--- src/pgc_defines.vh ---
// Purpose: shared constants of the pin, gpio and interrupt control block
// Assumes: included by every design file of the block
// Notes: offsets are register indices on the internal register port
// Contract
// - pull-up needs connect and gated bus power
// - bus power readable and raises an event
// - two mode bits drive the two pulldowns
// - host mode flags attach and detach
// - chip reset clears all but two registers
// - single clock edge drives all logic
// - interrupt pin active only with global enable
// - disabled pin rests in its inactive level
// - level mode holds low while flags pend
// - level mode ignores the polarity bit
// - edge mode pulses on new or partial clear
// - polarity bit picks pulse level in edge mode
// - two-bit field picks one of four widths
// - upper nibbles read inputs, writes ignored
// - input flags and enables merge into interrupt
// - per-input polarity picks the flag edge
// - split bit routes input interrupts to aux when aux select is on the activity code
// - lower nibbles drive outputs, read back stored
// - two select bits steer the aux multiplexer
// - select codes: operate, power, activity, frame
// - split inputs leave the main interrupt
`ifndef PGC_DEFINES_VH
`define PGC_DEFINES_VH
// register indices
`define PGC_A_USB_FLAGS 5'h0d
`define PGC_A_USB_EN 5'h0e
`define PGC_A_USB_CTL 5'h0f
`define PGC_A_CPU_CTL 5'h10
`define PGC_A_PIN_CTL 5'h11
`define PGC_A_IO_LO 5'h14
`define PGC_A_IO_HI 5'h15
`define PGC_A_GIN_FLAGS 5'h16
`define PGC_A_GIN_EN 5'h17
`define PGC_A_GIN_POL 5'h18
`define PGC_A_MODE 5'h1b
// field positions
`define PGC_B_POWER_SEEN 0
`define PGC_B_CONNECT 3
`define PGC_B_GATE 6
`define PGC_B_GIE 0
`define PGC_B_WID_LO 6
`define PGC_B_WID_HI 7
`define PGC_B_SEL_LO 0
`define PGC_B_SEL_HI 1
`define PGC_B_ACT_HIGH 2
`define PGC_B_LEVEL 3
`define PGC_B_HOST 0
`define PGC_B_SPLIT 4
`define PGC_B_DP_PD 6
`define PGC_B_DM_PD 7
`define PGC_B_EV_POWER 0
`define PGC_B_EV_ATTACH 1
// reset values and aux select codes
`define PGC_RST8 8'h00
`define PGC_RST4 4'h0
`define PGC_RST2 2'h0
`define PGC_SEL_OPERATE 2'h0
`define PGC_SEL_POWER 2'h1
`define PGC_SEL_ACTIVITY 2'h2
`define PGC_SEL_FRAME 2'h3
// timing: clock rate and pulse widths in ns
`define PGC_CLK_MHZ 250
`define PGC_W00_NS 10600
`define PGC_W01_NS 5300
`define PGC_W10_NS 2600
`define PGC_W11_NS 1300
`define PGC_CYC(ns) ((ns) * `PGC_CLK_MHZ / 1000)
`endif

--- src/pgc_edge_det.v ---
// Purpose: per-input edge events for the general inputs
// Assumes: inputs already synchronous to clock
// Notes: one-cycle event pulses, registered
`include "pgc_defines.vh"
module pgc_edge_det #(
	parameter N = 8
) (
	input wire clock,
	input wire rst_n,
	input wire [N-1:0] din,
	input wire [N-1:0] rise_sel,
	output reg [N-1:0] hit
);
	reg [N-1:0] prev_r; // last sampled level
	// two-stage arm: the first history sample after reset still holds
	// the sampler's reset value, so an input idling high would
	// otherwise fake a rising edge
	reg [1:0] armed_r;
	wire [N-1:0] ev; // raw edge per bit
	genvar i;
	////////////////////////////////////////////////////////////////
	// polarity bit 1 takes rising, 0 takes falling
	generate
		for (i = 0; i < N; i = i + 1) begin : g_bit
			assign ev[i] = rise_sel[i] ? (din[i] & ~prev_r[i]) :
				(~din[i] & prev_r[i]);
		end
	endgenerate
	////////////////////////////////////////////////////////////////
	// history and event register
	always @(posedge clock or negedge rst_n) begin
		if (!rst_n) begin
			prev_r <= {N{1'b0}};
			armed_r <= 2'h0;
			hit <= {N{1'b0}};
		end else begin
			prev_r <= din;
			armed_r <= {armed_r[0], 1'b1};
			hit <= armed_r[1] ? ev : {N{1'b0}};
		end
	end
endmodule

--- src/pgc_irq_gen.v ---
// Purpose: level or pulse interrupt pin driver
// Assumes: req holds enabled pending requests, one bit each
// Notes: a new event during a pulse restarts its width
`include "pgc_defines.vh"
module pgc_irq_gen #(
	parameter NREQ = 8,
	parameter CW = 12
) (
	input wire clock,
	input wire rst_n,
	input wire [NREQ-1:0] req,
	input wire enable,
	input wire level_mode,
	input wire active_high,
	input wire [1:0] width_sel,
	output reg pin_o,
	output reg pin_oe
);
	localparam [31:0] C00 = `PGC_CYC(`PGC_W00_NS);
	localparam [31:0] C01 = `PGC_CYC(`PGC_W01_NS);
	localparam [31:0] C10 = `PGC_CYC(`PGC_W10_NS);
	localparam [31:0] C11 = `PGC_CYC(`PGC_W11_NS);
	reg [NREQ-1:0] req_q; // requests one cycle ago
	reg [CW-1:0] cnt_r; // cycles of pulse left
	reg [CW-1:0] cnt_nxt;
	wire any = |req;
	wire start = (|(req & ~req_q)) |
		((|(req_q & ~req)) & any);
	////////////////////////////////////////////////////////////////
	// width code to whole cycle count
	function [CW-1:0] width_cycles;
		input [1:0] s;
		begin
			case (s)
				2'h0: width_cycles = C00[CW-1:0];
				2'h1: width_cycles = C01[CW-1:0];
				2'h2: width_cycles = C10[CW-1:0];
				default: width_cycles = C11[CW-1:0];
			endcase
		end
	endfunction
	////////////////////////////////////////////////////////////////
	// pulse counter next value
	always @* begin
		cnt_nxt = cnt_r;
		if (!enable || level_mode)
			cnt_nxt = {CW{1'b0}};
		else if (start)
			cnt_nxt = width_cycles(width_sel);
		else if (cnt_r != {CW{1'b0}})
			cnt_nxt = cnt_r - 1'b1;
	end
	////////////////////////////////////////////////////////////////
	// pin drive; idle edge mode, active low, is high
	always @(posedge clock or negedge rst_n) begin
		if (!rst_n) begin
			req_q <= {NREQ{1'b0}};
			cnt_r <= {CW{1'b0}};
			pin_o <= 1'b1;
			pin_oe <= 1'b1;
		end else begin
			req_q <= req;
			cnt_r <= cnt_nxt;
			if (level_mode) begin
				pin_o <= 1'b0;
				pin_oe <= enable & any;
			end else begin
				pin_oe <= 1'b1;
				pin_o <= (cnt_nxt != {CW{1'b0}}) ?
					active_high : ~active_high;
			end
		end
	end
endmodule

--- src/pgc_pin_ctrl.v ---
// Purpose: pin, gpio, pull resistor and interrupt control
// Assumes: register port driven by the serial slave logic
// Notes: all outputs registered; chip reset is sampled
`include "pgc_defines.vh"
module pgc_pin_ctrl #(
	parameter CW = 12
) (
	input wire clock,
	input wire rst_n,
	input wire chip_reset_n,
	input wire [4:0] reg_addr,
	input wire reg_wr,
	input wire [7:0] reg_wdata,
	output reg [7:0] reg_rdata,
	input wire bus_power_sense_pin,
	input wire dev_attached,
	input wire engine_irq,
	input wire bus_activity,
	input wire sof_wave,
	input wire [7:0] gen_inputs,
	output reg [7:0] gen_outputs,
	output reg dplus_pullup_en,
	output reg dplus_pulldown_en,
	output reg dminus_pulldown_en,
	output wire irq_o,
	output wire irq_oe,
	output reg aux_out,
	output reg operate
);
	////////////////////////////////////////////////////////////////
	// declarations
	reg rs1_r; // reset synchroniser first stage
	reg rs2_r; // reset synchroniser second stage
	wire rst_sync_n = rs2_r; // released reset for the block
	reg chip_rst_r; // sampled chip reset, high = in reset
	reg bus_power_present; // sampled comparator output
	reg power_q; // previous comparator sample
	reg attach_r; // sampled attach level
	reg attach_q; // previous attach sample
	reg [7:0] gin_r; // sampled general inputs
	reg [7:0] usb_ctl_r; // usb_control, survives chip reset
	reg [7:0] cpu_ctl_r; // cpu_control
	reg [7:0] pin_ctl_r; // pin_control, survives chip reset
	reg [3:0] out_lo_r; // stored outputs 3..0
	reg [3:0] out_hi_r; // stored outputs 7..4
	reg [7:0] gin_flags_r; // input_irq_flags
	reg [7:0] gin_en_r; // input_irq_enables
	reg [7:0] gin_pol_r; // input_irq_polarity
	reg [7:0] mode_r; // operating_mode
	reg [1:0] usb_flags_r; // power and attach event flags
	reg [1:0] usb_en_r; // their enables
	reg [7:0] rdata_nxt; // read mux result
	reg aux_nxt; // aux mux result
	wire [7:0] gin_hit; // input edge events
	wire [1:0] usb_set; // event set terms
	wire [7:0] gin_pend; // enabled pending input flags
	wire split_on; // inputs routed to aux
	wire [10:0] main_req; // requests of the main pin
	wire [7:0] aux_req; // requests of the aux interrupt
	wire aux_o; // aux interrupt level
	wire aux_oe; // aux interrupt drive
	wire host = mode_r[`PGC_B_HOST];
	wire [1:0] aux_sel = {pin_ctl_r[`PGC_B_SEL_HI],
		pin_ctl_r[`PGC_B_SEL_LO]};
	wire [1:0] width_sel = {cpu_ctl_r[`PGC_B_WID_HI],
		cpu_ctl_r[`PGC_B_WID_LO]};

	////////////////////////////////////////////////////////////////
	// write strobe decode for one register
	function wr_hit;
		input [4:0] a;
		input [4:0] ra;
		input we;
		begin
			wr_hit = we && (ra == a);
		end
	endfunction

	////////////////////////////////////////////////////////////////
	// reset release through two flops; async assert
	always @(posedge clock or negedge rst_n) begin
		if (!rst_n) begin
			rs1_r <= 1'b0;
			rs2_r <= 1'b0;
		end else begin
			rs1_r <= 1'b1;
			rs2_r <= rs1_r;
		end
	end

	////////////////////////////////////////////////////////////////
	// input sampling, one clock edge only
	always @(posedge clock or negedge rst_sync_n) begin
		if (!rst_sync_n) begin
			chip_rst_r <= 1'b0;
			bus_power_present <= 1'b0;
			power_q <= 1'b0;
			attach_r <= 1'b0;
			attach_q <= 1'b0;
			gin_r <= `PGC_RST8;
		end else begin
			chip_rst_r <= ~chip_reset_n;
			bus_power_present <= bus_power_sense_pin;
			power_q <= bus_power_present;
			attach_r <= dev_attached;
			attach_q <= attach_r;
			gin_r <= gen_inputs;
		end
	end

	////////////////////////////////////////////////////////////////
	// input edge detection per polarity bit
	pgc_edge_det #(
		.N(8)
	) u_edge (
		.clock(clock),
		.rst_n(rst_sync_n),
		.din(gin_r),
		.rise_sel(gin_pol_r),
		.hit(gin_hit)
	);

	// power seen or lost; attach change only counts in host mode
	assign usb_set[`PGC_B_EV_POWER] = bus_power_present ^ power_q;
	assign usb_set[`PGC_B_EV_ATTACH] = host & (attach_r ^ attach_q);

	////////////////////////////////////////////////////////////////
	// registers kept through chip reset
	always @(posedge clock or negedge rst_sync_n) begin
		if (!rst_sync_n) begin
			usb_ctl_r <= `PGC_RST8;
			pin_ctl_r <= `PGC_RST8;
		end else begin
			// status bit 0 of usb_control is read-only
			if (wr_hit(`PGC_A_USB_CTL, reg_addr, reg_wr))
				usb_ctl_r <= reg_wdata;
			if (wr_hit(`PGC_A_PIN_CTL, reg_addr, reg_wr))
				pin_ctl_r <= reg_wdata;
		end
	end

	////////////////////////////////////////////////////////////////
	// registers returned to defaults by chip reset
	always @(posedge clock or negedge rst_sync_n) begin
		if (!rst_sync_n) begin
			cpu_ctl_r <= `PGC_RST8;
			out_lo_r <= `PGC_RST4;
			out_hi_r <= `PGC_RST4;
			gin_flags_r <= `PGC_RST8;
			gin_en_r <= `PGC_RST8;
			gin_pol_r <= `PGC_RST8;
			mode_r <= `PGC_RST8;
			usb_flags_r <= `PGC_RST2;
			usb_en_r <= `PGC_RST2;
		end else if (chip_rst_r) begin
			// held in defaults while the reset pin is low
			cpu_ctl_r <= `PGC_RST8;
			out_lo_r <= `PGC_RST4;
			out_hi_r <= `PGC_RST4;
			gin_flags_r <= `PGC_RST8;
			gin_en_r <= `PGC_RST8;
			gin_pol_r <= `PGC_RST8;
			mode_r <= `PGC_RST8;
			usb_flags_r <= `PGC_RST2;
			usb_en_r <= `PGC_RST2;
		end else begin
			if (wr_hit(`PGC_A_CPU_CTL, reg_addr, reg_wr))
				cpu_ctl_r <= reg_wdata;
			// only the low nibble is stored; inputs ignore writes
			if (wr_hit(`PGC_A_IO_LO, reg_addr, reg_wr))
				out_lo_r <= reg_wdata[3:0];
			if (wr_hit(`PGC_A_IO_HI, reg_addr, reg_wr))
				out_hi_r <= reg_wdata[3:0];
			if (wr_hit(`PGC_A_GIN_EN, reg_addr, reg_wr))
				gin_en_r <= reg_wdata;
			if (wr_hit(`PGC_A_GIN_POL, reg_addr, reg_wr))
				gin_pol_r <= reg_wdata;
			if (wr_hit(`PGC_A_MODE, reg_addr, reg_wr))
				mode_r <= reg_wdata;
			if (wr_hit(`PGC_A_USB_EN, reg_addr, reg_wr))
				usb_en_r <= reg_wdata[1:0];
			// write one to clear; a new event in the same cycle wins
			if (wr_hit(`PGC_A_GIN_FLAGS, reg_addr, reg_wr))
				gin_flags_r <= (gin_flags_r & ~reg_wdata) | gin_hit;
			else
				gin_flags_r <= gin_flags_r | gin_hit;
			if (wr_hit(`PGC_A_USB_FLAGS, reg_addr, reg_wr))
				usb_flags_r <= (usb_flags_r & ~reg_wdata[1:0]) |
					usb_set;
			else
				usb_flags_r <= usb_flags_r | usb_set;
		end
	end

	////////////////////////////////////////////////////////////////
	// interrupt routing
	// split only takes effect with aux select on the activity code
	assign split_on = mode_r[`PGC_B_SPLIT] &
		(aux_sel == `PGC_SEL_ACTIVITY);
	assign gin_pend = gin_flags_r & gin_en_r;
	assign main_req = {engine_irq, usb_flags_r & usb_en_r,
		split_on ? 8'h00 : gin_pend};
	assign aux_req = split_on ? gin_pend : 8'h00;

	// main interrupt pin
	pgc_irq_gen #(
		.NREQ(11),
		.CW(CW)
	) u_irq_main (
		.clock(clock),
		.rst_n(rst_sync_n),
		.req(main_req),
		.enable(cpu_ctl_r[`PGC_B_GIE]),
		.level_mode(pin_ctl_r[`PGC_B_LEVEL]),
		.active_high(pin_ctl_r[`PGC_B_ACT_HIGH]),
		.width_sel(width_sel),
		.pin_o(irq_o),
		.pin_oe(irq_oe)
	);

	// input interrupt for aux, same settings as the main pin
	pgc_irq_gen #(
		.NREQ(8),
		.CW(CW)
	) u_irq_aux (
		.clock(clock),
		.rst_n(rst_sync_n),
		.req(aux_req),
		.enable(cpu_ctl_r[`PGC_B_GIE]),
		.level_mode(pin_ctl_r[`PGC_B_LEVEL]),
		.active_high(pin_ctl_r[`PGC_B_ACT_HIGH]),
		.width_sel(width_sel),
		.pin_o(aux_o),
		.pin_oe(aux_oe)
	);

	////////////////////////////////////////////////////////////////
	// aux multiplexer; aux is push-pull, so a released
	// level-mode interrupt shows as high
	always @* begin
		case (aux_sel)
			`PGC_SEL_OPERATE: aux_nxt = rst_sync_n & ~chip_rst_r;
			`PGC_SEL_POWER: aux_nxt = bus_power_present;
			`PGC_SEL_ACTIVITY: aux_nxt = split_on ?
				(aux_oe ? aux_o : 1'b1) : bus_activity;
			`PGC_SEL_FRAME: aux_nxt = sof_wave;
			default: aux_nxt = 1'b0;
		endcase
	end

	////////////////////////////////////////////////////////////////
	// read mux; unmapped indices read zero
	always @* begin
		case (reg_addr)
			`PGC_A_USB_FLAGS: rdata_nxt = {6'h00, usb_flags_r};
			`PGC_A_USB_EN: rdata_nxt = {6'h00, usb_en_r};
			`PGC_A_USB_CTL: rdata_nxt = {usb_ctl_r[7:1],
				bus_power_present};
			`PGC_A_CPU_CTL: rdata_nxt = cpu_ctl_r;
			`PGC_A_PIN_CTL: rdata_nxt = pin_ctl_r;
			`PGC_A_IO_LO: rdata_nxt = {gin_r[3:0], out_lo_r};
			`PGC_A_IO_HI: rdata_nxt = {gin_r[7:4], out_hi_r};
			`PGC_A_GIN_FLAGS: rdata_nxt = gin_flags_r;
			`PGC_A_GIN_EN: rdata_nxt = gin_en_r;
			`PGC_A_GIN_POL: rdata_nxt = gin_pol_r;
			`PGC_A_MODE: rdata_nxt = mode_r;
			default: rdata_nxt = 8'h00;
		endcase
	end

	////////////////////////////////////////////////////////////////
	// registered pin outputs and read data
	always @(posedge clock or negedge rst_sync_n) begin
		if (!rst_sync_n) begin
			reg_rdata <= 8'h00;
			gen_outputs <= `PGC_RST8;
			dplus_pullup_en <= 1'b0;
			dplus_pulldown_en <= 1'b0;
			dminus_pulldown_en <= 1'b0;
			aux_out <= 1'b0;
			operate <= 1'b0;
		end else begin
			reg_rdata <= rdata_nxt;
			gen_outputs <= {out_hi_r, out_lo_r};
			// gate off only when gating is on and power is absent
			dplus_pullup_en <= usb_ctl_r[`PGC_B_CONNECT] &
				(~usb_ctl_r[`PGC_B_GATE] | bus_power_present);
			dplus_pulldown_en <= mode_r[`PGC_B_DP_PD];
			dminus_pulldown_en <= mode_r[`PGC_B_DM_PD];
			aux_out <= aux_nxt;
			operate <= ~chip_rst_r;
		end
	end
endmodule

--- config.mk ---
export PLATFORM = sky130hd
export DESIGN_NAME = pgc_pin_ctrl
export DESIGN_NICKNAME = d
export VERILOG_FILES = /design/src/pgc_edge_det.v /design/src/pgc_irq_gen.v /design/src/pgc_pin_ctrl.v
export VERILOG_INCLUDE_DIRS = /design/src
export SDC_FILE = /design/constraint.sdc
export NUM_CORES = 1
export LEC_CHECK = 0
export CAP_MARGIN = 30
export CORE_MARGIN = 1.5
export CORE_UTILIZATION = 40
export CTS_BUF_LIST = sky130_fd_sc_hd__clkbuf_4
export CTS_CLUSTER_DIAMETER = 120
export DETAILED_ROUTE_END_ITERATION = 12
export DONT_BUFFER_PORTS = 1
export HOLD_SLACK_MARGIN = 0.15
export PLACE_DENSITY = 0.61
export REMOVE_ABC_BUFFERS = 1
export SYNTH_ARGS = -nofsm -noshare
export SYNTH_HDL_FRONTEND = slang
export SYNTH_SLANG_ARGS = --single-unit
--- constraint.sdc ---
create_clock -name clock -period 7.1 [get_ports clock]
set_input_delay 0.71 -clock clock [delete_from_list [all_inputs] [get_ports clock]]
set_output_delay 0.71 -clock clock [all_outputs]
set_load 0.05 [all_outputs]
==> flow_summary.yaml, run 1 <==
run_status:
  outcome: "completed"
floorplanning:
  row_count: 50
  fp.dieArea_um2: 19870
  core_area_um2: 18710
  floorplan.initialDensity_pct: 40.70
  die_w_um: 141.0
  io_pins: 53
  die_height_um: 141.0
route:
  drt_pre_antenna_iters: 5
  route.detailed.drc: 0
  num_vias: 5881
  routed_wl_mm: 19.80
  wl_per_cell_um: 19.53
  drt_iter0_markers: 400
  antenna_left: 0
  vias_per_cell: 5.800
timing:
  rsz0062_at_grt: "false"
  finalSetupViolCount: 0
  tightest_slew_ns: 1.015
  clock.fmax_mhz: 336.0
  period_minus_slack_ns: 2.976
  slew_violations: 0
  tns_ns: 0
  timing.final.crit_share_pct: 41.91
  hold_viol: 0
  slew_headroom_pct: 31.68
  clock_skew_ns: 0.01923
clock_network:
  cts_max_level: 4
  cts_hold_buf: 13
  numCtsBuffers: 17
  cts-root-buf: "clkbuf_4"
  ctsResizeCount: 0
  post_cts_buffers: 0
  clk_latency_ns: 0.57
  tritoncts: "built"
  clock_path_buffers: 2
  cts.sinks: 168
  clkTransAtPathRegs_ns: 0.15
critical_path:
  cp-start-kind: "flip-flop"
  critical_path_class: "flip-flop to flip-flop"
  crit_arrival_ns: 3.48
  critPathMaxFanout: 18
  end_kind: "flip-flop"
  crit_required_ns: 7.61
global_routing:
  overflow: 0
  track_usage_pct: 20.72
  grt_pass1_vias: 5884
  grt_max_degree: 125
  grt_pass1_wl_mm: 31.63
  grt_antenna_before_repair: 0
power:
  p_clk_share_pct: 30.1
  power_frac_seq_pct: 63.8
  ir_drop_v: 0.0001386
  p_sw_w: 0.0004781
  power_leakage_nw: 3.537
  power_density_nw_per_um2: 202.4
  netSwitchingFraction_pct: 28.62
  p_int_w: 0.001193
  combPwrFrac_pct: 6.1
cells_and_area:
  drive_gt1_share_pct: 10.26
  final_cell_mix: "dfrtp_1, nand2_1, a21oi_1"
  area_growth_pct: 8.431
  fin_nets: 806
  antennaDiodeCount: 0
  multiInputGateArea_um2: 3184
  nFillCells: 1789
  layout_commonest_cell: "dfrtp_1"
  fin_util_pct: 44.13
  seq_area_um2: 4214
run:
  maxCapViolCount: 0
place:
  dp_hpwl_mm: 13.29
  gp_congestion: 0.8469
  port_buffers: 0
synthesis:
  synth_cell_type_count: 64
  async_reset_ff_share_pct: 100.0
  syn_avg_cell_area_um2: 10.02
  synth_cells: 760
  synth-seq-cells: 168
  synth_flop_cell: "dfrtp_1"
  synth_edf_count: 0
  ys_warn_count: 0
  synth_area_um2: 7614
  yosysSeqAreaShare_pct: 55.28
worst_hold_path:
  hold_path_class: "input pin to flip-flop"
## final timing paths
kind	from	endpoint	slack, ns	cells after the start
setup / recovery	pin_ctl_r[0]	u_irq_aux.pin_o	4.12	8
max in group asynchronous	rs2_r	chip_rst_r	5.64	1
setup reg to reg	pin_ctl_r[0]	u_irq_aux.pin_o	4.12	8
hold reg to reg	rs2_r	operate	0.35	0
min in group asynchronous	rst_n	rs2_r	0.34	1
hold / removal	reg_wdata[0]	out_lo_r[0]	0.26	2
## cells in the mapped netlist, drive strengths merged (2+ instances only)
| cell type | number | area, um^2 |
|---|---|---|
| a2111oi | 2 | 42.54 |
| a211o | 3 | 26.28 |
| a211oi | 4 | 30.03 |
| a21boi | 4 | 30.03 |
| a21oi | 74 | 370.4 |
| a221oi | 4 | 35.03 |
| a222oi | 6 | 60.06 |
| a22o | 6 | 52.55 |
| a22oi | 17 | 127.6 |
| a31oi | 3 | 18.77 |
| and2 | 11 | 68.82 |
| and3 | 2 | 12.51 |
| and4 | 3 | 26.28 |
| buf | 4 | 38.78 |
| clkbuf | 35 | 132.6 |
| dfrtp | 164 | 4104 |
| dfstp | 4 | 105.1 |
| ha | 9 | 112.6 |
| inv | 17 | 63.81 |
| mux2 | 17 | 191.4 |
| mux2i | 10 | 100.1 |
| nand2 | 103 | 389.1 |
| nand2b | 3 | 18.77 |
| nand3 | 58 | 290.3 |
| nand3b | 7 | 52.55 |
| nand4 | 10 | 68.81 |
| nand4b | 4 | 35.03 |
| nor2 | 73 | 274.0 |
| nor2b | 5 | 31.28 |
| nor3 | 11 | 55.05 |
| nor3b | 4 | 30.03 |
| nor4 | 5 | 43.79 |
| nor4b | 4 | 47.55 |
| o211ai | 3 | 22.52 |
| o21ai | 28 | 140.1 |
| o22ai | 6 | 37.54 |
| o31ai | 6 | 45.04 |
| or2 | 2 | 12.52 |
| xnor2 | 7 | 61.31 |
| xor2 | 7 | 61.31 |
## layout make-up
cell class                      instances  area share, %
Sequential cell                       168          51.05
Multi-Input combinational cell        537          38.57
Tap cell                              234          3.547
Timing Repair Buffer                   26          3.137
Clock buffer                           17          1.546
Clock inverter                         15          1.379
Inverter                               17         0.7730
## per-layer routing
layer  vias up  wire length (um)  track usage (%)
met5         -                 0                0
met4         0               463            7.566
met3        29              1173            5.265
met2       176              9989            35.23
met1      2954              8173            25.57
li1       2722                 -                -
## cell families (layout without fill, tap and decap cells)
logic type / after synthesis / after routing / share of synthesized area, %
AOI/OAI and AO/OA: 176 / 176 / 14.94
xor gates and xnor gates: 14 / 14 / 1.611
adders and majority gates: 9 / 9 / 1.479
buffers and inverters: 56 / 75 / 3.089
DFF: 168 / 168 / 55.28
muxes: 28 / 28 / 4.125
other: 1 / 2 / 0.04925
and+or+nand+nor: 308 / 308 / 19.43
## power groups by stage
stage	Combinational (W)	Clock (W)	Sequential, W
2_1_floorplan	0.0000591	0	0.00108
3_3_place_gp	0.0000879	0	0.00109
3_5_place_dp	0.0000960	0	0.00108
4_1_cts	0.000103	0.000523	0.00107
5_1_grt	0.000112	0.000559	0.00107
6_report	0.000101	0.000504	0.00107
## critical path, cell delays in order (launching register included)
cell and delay, ns:
dfrtp_1 0.46, nand3b_1 0.54, o21ai_0 0.32, and4_1 0.22, a211o_1 0.15, and2_1 0.48, mux2i_1 0.19, a31oi_1 0.31
mux2i_1 0.24
## sequential cells by signal, summed over array words and instances (netlist names), 2 cells and up
name and cells:
u_irq_main.cnt_r 12, gin_en_r 8, mode_r 8, pin_ctl_r 8, gen_outputs 8, usb_en_r 2, gin_pol_r 8, u_irq_aux.req_q 8
cpu_ctl_r 8, reg_rdata 8, u_edge.armed_r 2, usb_ctl_r 7, usb_flags_r 2, u_irq_aux.cnt_r 12, out_hi_r 4, u_edge.prev_r 8
gin_flags_r 8, gin_r 8, u_edge.hit 8, u_irq_main.req_q 11, out_lo_r 4
## stage by stage
step	cell area, um^2	hold WS, ns	instances	power [W]	worst slack (ns)
detailed placement	7884	0.3371	969	0.001180	4.167
CTS	8255	0.2193	1014	0.001692	4.123
finish	8255	0.2612	1014	0.001671	4.124
floorplan	7446	0.3312	722	0.001141	2.059
global route	8255	0.2116	1014	0.001744	3.811
global placement	7843	0.3338	966	0.001174	3.983
Power figures use the tool's default switching activity.
==> inputs of run 2 (changes only) <==
==> constraint.sdc (replaced) <==
create_clock -name clock -period 2.76 [get_ports clock]
set_input_delay 0.276 -clock clock [delete_from_list [all_inputs] [get_ports clock]]
set_output_delay 0.276 -clock clock [all_outputs]
set_load 0.05 [all_outputs]
==> flow_summary.yaml, run 2 (synthesis gave the netlist of run 1 again) <==
timing:
  clock.fmax_mhz: 391.5
  period_minus_slack_ns: 2.555
  timing.final.crit_share_pct: 92.55
  slew_headroom_pct: 52.56
  finalSetupViolCount: 0
  tns_ns: 0
  rsz0062_at_grt: "false"
  clock_skew_ns: 0.02099
  hold_viol: 0
  tightest_slew_ns: 0.7100
  slew_violations: 0
clock_network:
  clkTransAtPathRegs_ns: 0.15
  numCtsBuffers: 17
  post_cts_buffers: 0
  cts-root-buf: "clkbuf_4"
  tritoncts: "built"
  clock_path_buffers: 2
  cts_max_level: 4
  cts.sinks: 168
  clk_latency_ns: 0.57
floorplanning:
  io_pins: 53
  core_area_um2: 18710
  row_count: 50
  fp.dieArea_um2: 19870
  floorplan.initialDensity_pct: 40.70
  die_height_um: 141.0
  die_w_um: 141.0
place:
  gp_congestion: 0.8787
  dp_hpwl_mm: 13.73
  placed_area_um2: 7970
  place_inst: 983
  port_buffers: 0
critical_path:
  path_cells: "nand2_2, a2111oi_2, and4_1, nand4_2, a2111oi_4, buf_4, or4_1, a31oi_1, mux2i_1"
  cp-start-kind: "flip-flop"
  slowest_stage: "a2111oi_4"
  critPathMaxFanout: 8
  slowest_delay_ns: 0.47
  crit_required_ns: 3.25
  end_kind: "flip-flop"
  critical_path_class: "flip-flop to flip-flop"
  crit_arrival_ns: 3.05
worst_hold_path:
  hold_path_class: "input pin to flip-flop"
cells_and_area:
  final_cell_mix: "dfrtp_1, nand2_1, a21oi_1"
  finalInstanceArea_um2: 8622
  top_regs: "u_irq_aux.cnt_r x12, u_irq_main.cnt_r x12, u_irq_main.req_q x11"
  layout_commonest_cell: "dfrtp_1"
  drive_gt1_share_pct: 12.01
  fin_util_pct: 46.09
  stdcell_count: 1051
  area_growth_pct: 13.25
  fin_nets: 842
global_routing:
  track_usage_pct: 22.03
  overflow: 0
  grt_pass1_vias: 6250
  grt_max_degree: 102
  grt_antenna_before_repair: 1
  grt_pass1_wl_mm: 33.64
route:
  routed_wl_mm: 20.75
  wl_per_cell_um: 19.74
  vias_per_cell: 5.823
  drt_pre_antenna_iters: 6
  route.detailed.drc: 0
  antenna_left: 0
  drt_iter0_markers: 553
  num_vias: 6120
power:
  power_w: 0.004516
  power_leakage_nw: 3.721
  ir_drop_v: 0.0002525
  power_density_nw_per_um2: 523.8
run_status:
  outcome: "completed"
run:
  maxCapViolCount: 0
[run 2: cell types whose count changed in the layout (fill, tap and decap cells not counted), moves of 2 or more]
cell / before / now
buf_4: 9 / 26
bufinv_16: 0 / 2
dlygate4sd3_1: 13 / 34
inv_6: 7 / 4
clkinv_2: 2 / 4
[run 2: metrics by stage]
| step | setup slack (ns) | hold WS [ns] |
|---|---|---|
| 2_1_floorplan | -2.281 | -0.01959 |
| 3_3_place_gp | 0.2767 | -0.01955 |
| 3_5_place_dp | 0.1913 | -0.01954 |
| 4_1_cts | 0.1232 | 0.1503 |
| 5_1_grt | 0.02671 | 0.1671 |
| 6_report | 0.2055 | 0.1869 |
[run 2: cell type report]
| type | instances | area (um^2) |
|---|---|---|
| Antenna cell | 1 | 2.502 |
| Timing Repair Buffer | 62 | 575.6 |
| Clock inverter | 15 | 150.1 |
| Fill cell | 1775 | 10080 |
| Sequential cell | 168 | 4214 |
| Multi-Input combinational cell | 537 | 3196 |
| Clock buffer | 17 | 127.6 |
| Inverter | 17 | 63.81 |
| Tap cell | 234 | 292.8 |
[run 2: final timing paths]
check | slack, ns | startpoint | endpoint | depth (start not counted)
worst min-delay path | 0.19 | reg_addr[2] | reg_rdata[3] | 3
min in group asynchronous | 0.34 | rs2_r | u_edge.prev_r[3] | 0
worst max-delay path | 0.21 | gin_en_r[2] | u_irq_main.pin_o | 9
max in group asynchronous | 1.48 | rs2_r | chip_rst_r | 1
worst min register to register | 0.34 | rs2_r | u_edge.prev_r[3] | 0
worst max register to register | 0.21 | gin_en_r[2] | u_irq_main.pin_o | 9
[run 2: layer usage]
metal	up-vias	wire length (um)	global-route usage (%)
met5	-	0	0
met4	0	611	9.101
met3	37	1095	4.959
met2	201	10570	38.03
met1	3090	8465	26.69
li1	2792	-	-
[run 2: where the power goes]
part / internal (W) / switching (W)
Sequential: 0.00258 / 0.000165
Combinational: 0.000145 / 0.000189
Clock: 0.000544 / 0.000897
Total: 0.00326 / 0.00125
[run 2: repair_timing]
item	in CTS	in global routing
endpoints found under the setup margin	0	2
resized for setup	0	3
endpoints found under the hold margin	85	0
hold buffers	35	0
[run 2: critical path, delay by kind of cell, from the launching register on]
kind,cells,cell delay (ns)
compound gates,3,0.96
simple gates,4,0.67
buf+inv,1,0.23
mux,1,0.20
flops,1,0.42
==> inputs of run 3 (changes only) <==
--- a/config.mk
+++ b/config.mk
@@ -7,7 +7,7 @@
 export NUM_CORES = 1
 export LEC_CHECK = 0
 export CAP_MARGIN = 30
-export CORE_MARGIN = 1.5
+export CORE_MARGIN = 1
 export CORE_UTILIZATION = 40
 export CTS_BUF_LIST = sky130_fd_sc_hd__clkbuf_4
 export CTS_CLUSTER_DIAMETER = 120
==> flow_summary.yaml, run 3 (synthesis gave the netlist of run 1 again) <==
run_status:
  outcome: "completed"
cells_and_area:
  fin_nets: 848
  layout_commonest_cell: "dfrtp_1"
  fin_util_pct: 46.56
  finalInstanceArea_um2: 8708
  top_regs: "u_irq_aux.cnt_r x12, u_irq_main.cnt_r x12, u_irq_main.req_q x11"
  final_cell_mix: "dfrtp_1, nand2_1, a21oi_1"
  area_growth_pct: 14.38
  drive_gt1_share_pct: 12.04
critical_path:
  r2r_start: "gin_en_r[3]"
  slowest_stage: "a2111oi_4"
  worstSetupStartpoint: "gin_en_r[3]"
  critical_path_class: "flip-flop to flip-flop"
  critPathMaxFanout: 10
  crit_family: "compound AO/OA/AOI/OAI gates"
  cp_num_buf_inv: 1
  reg2reg_to: "u_irq_main.pin_o"
  slowest_delay_ns: 0.50
  crit_arrival_ns: 3.03
  reg2reg_slack_ns: 0.25
  critPathCapture: "u_irq_main.pin_o"
  end_kind: "flip-flop"
  path_depth: 9
  r2r_cells: 9
  cp-start-kind: "flip-flop"
  path_cells: "nand2_1, a222oi_1, and4_1, nand4_2, a2111oi_4, buf_4, or4_1, a31oi_1, mux2i_1"
  crit_required_ns: 3.28
route:
  routed_wl_mm: 20.83
  drt_pre_antenna_iters: 5
  vias_per_cell: 5.884
  wl_per_cell_um: 19.69
  num_vias: 6225
  antenna_left: 0
  drt_iter0_markers: 522
  route.detailed.drc: 0
run:
  maxCapViolCount: 0
clock_network:
  numCtsBuffers: 17
  clk_latency_ns: 0.58
  cts_max_level: 4
  cts.sinks: 168
  clock_path_buffers: 2
  clkTransAtPathRegs_ns: 0.14
  tritoncts: "built"
  cts-root-buf: "clkbuf_4"
timing:
  period_minus_slack_ns: 2.511
  finalWorstSetupSlack_ns: 0.2486
  finalSetupViolCount: 0
  slew_headroom_pct: 58.44
  clock.fmax_mhz: 398.2
  tightest_slew_ns: 0.6219
  clock_skew_ns: 0.02281
  timing.final.crit_share_pct: 90.99
  slew_violations: 0
  hold_viol: 0
  fin_hold_ws_ns: 0.1676
  rsz0062_at_grt: "false"
floorplanning:
  die_height_um: 140.0
  core_area_um2: 18710
  fp.dieArea_um2: 19590
  row_count: 50
  die_w_um: 140.0
  io_pins: 53
  floorplan.initialDensity_pct: 40.70
global_routing:
  track_usage_pct: 22.17
  overflow: 0
  grt_pass1_wl_mm: 33.19
  grt_pass1_vias: 6186
  grt_max_degree: 83
  grt_antenna_before_repair: 1
power:
  power_w: 0.004611
  power_density_nw_per_um2: 529.5
  power_leakage_nw: 3.745
  ir_drop_v: 0.0002872
place:
  dp_hpwl_mm: 13.83
  dp_slack_ns: 0.2106
  gp_congestion: 0.8646
  placed_area_um2: 7960
  port_buffers: 0
worst_hold_path:
  hold_depth: 3
  hold_path_class: "input pin to flip-flop"
==> run 3: metal layers <==
| layer | global-route usage (%) | up-vias | share of wire (%) |
|---|---|---|---|
| met4 | 11.74 | 0 | 4.5 |
| met2 | 37.05 | 238 | 49 |
| met1 | 26.77 | 3109 | 41 |
| met5 | 0 | - | 0 |
| li1 | - | 2811 | - |
| met3 | 5.026 | 67 | 5.3 |
==> run 3: layout make-up <==
class / count / area (um^2)
diodes: 2 / 5.005
fillers: 1768 / 9997
clock buffers: 18 / 135.1
flip-flops and latches: 168 / 4214
repair buffers: 68 / 640.6
multi-input cells: 537 / 3186
inverters: 17 / 63.81
clock inverters: 14 / 171.4
well taps: 234 / 292.8
==> run 3: what timing repair did <==
| item | 4_1_cts | 5_1_grt |
|---|---|---|
| resized for setup | 0 | 1 |
| hold buffers | 38 | 0 |
| endpoints found under the hold margin | 85 | 0 |
| buffers inserted | 0 | 6 |
| setup endpoints to repair | 0 | 2 |
==> run 3: how the worst min path moves through the flow <==
stage | slack (ns) | end | startpoint
global placement | -0.02 | rs1_r | rst_n
floorplan | -0.02 | rs1_r | rst_n
detailed placement | -0.02 | rs1_r | rst_n
CTS | 0.15 | mode_r[6] | reg_addr[3]
finish | 0.17 | gin_pol_r[4] | reg_wr
global route | 0.16 | reg_rdata[3] | reg_addr[2]
==> run 3: where the power goes <==
group          leakage [nW]  internal [W]  switching [W]  total [W]
combinational          1.35      0.000146       0.000194   0.000340
sequential             2.24       0.00258       0.000160    0.00274
clock                 0.156      0.000645       0.000890    0.00153
==> run 3: per-stage QoR <==
step           setup TNS (ns)  cells
2_1_floorplan         -375.07    722
3_3_place_gp                0    980
3_5_place_dp                0    980
4_1_cts                     0   1050
5_1_grt                     0   1057
6_report                    0   1058
==> run 3: tightest hold or removal path, delay by kind of cell <==
family / cells / cell delay (ns)
simple gates: 2 / 0.38
compound gates: 1 / 0.05
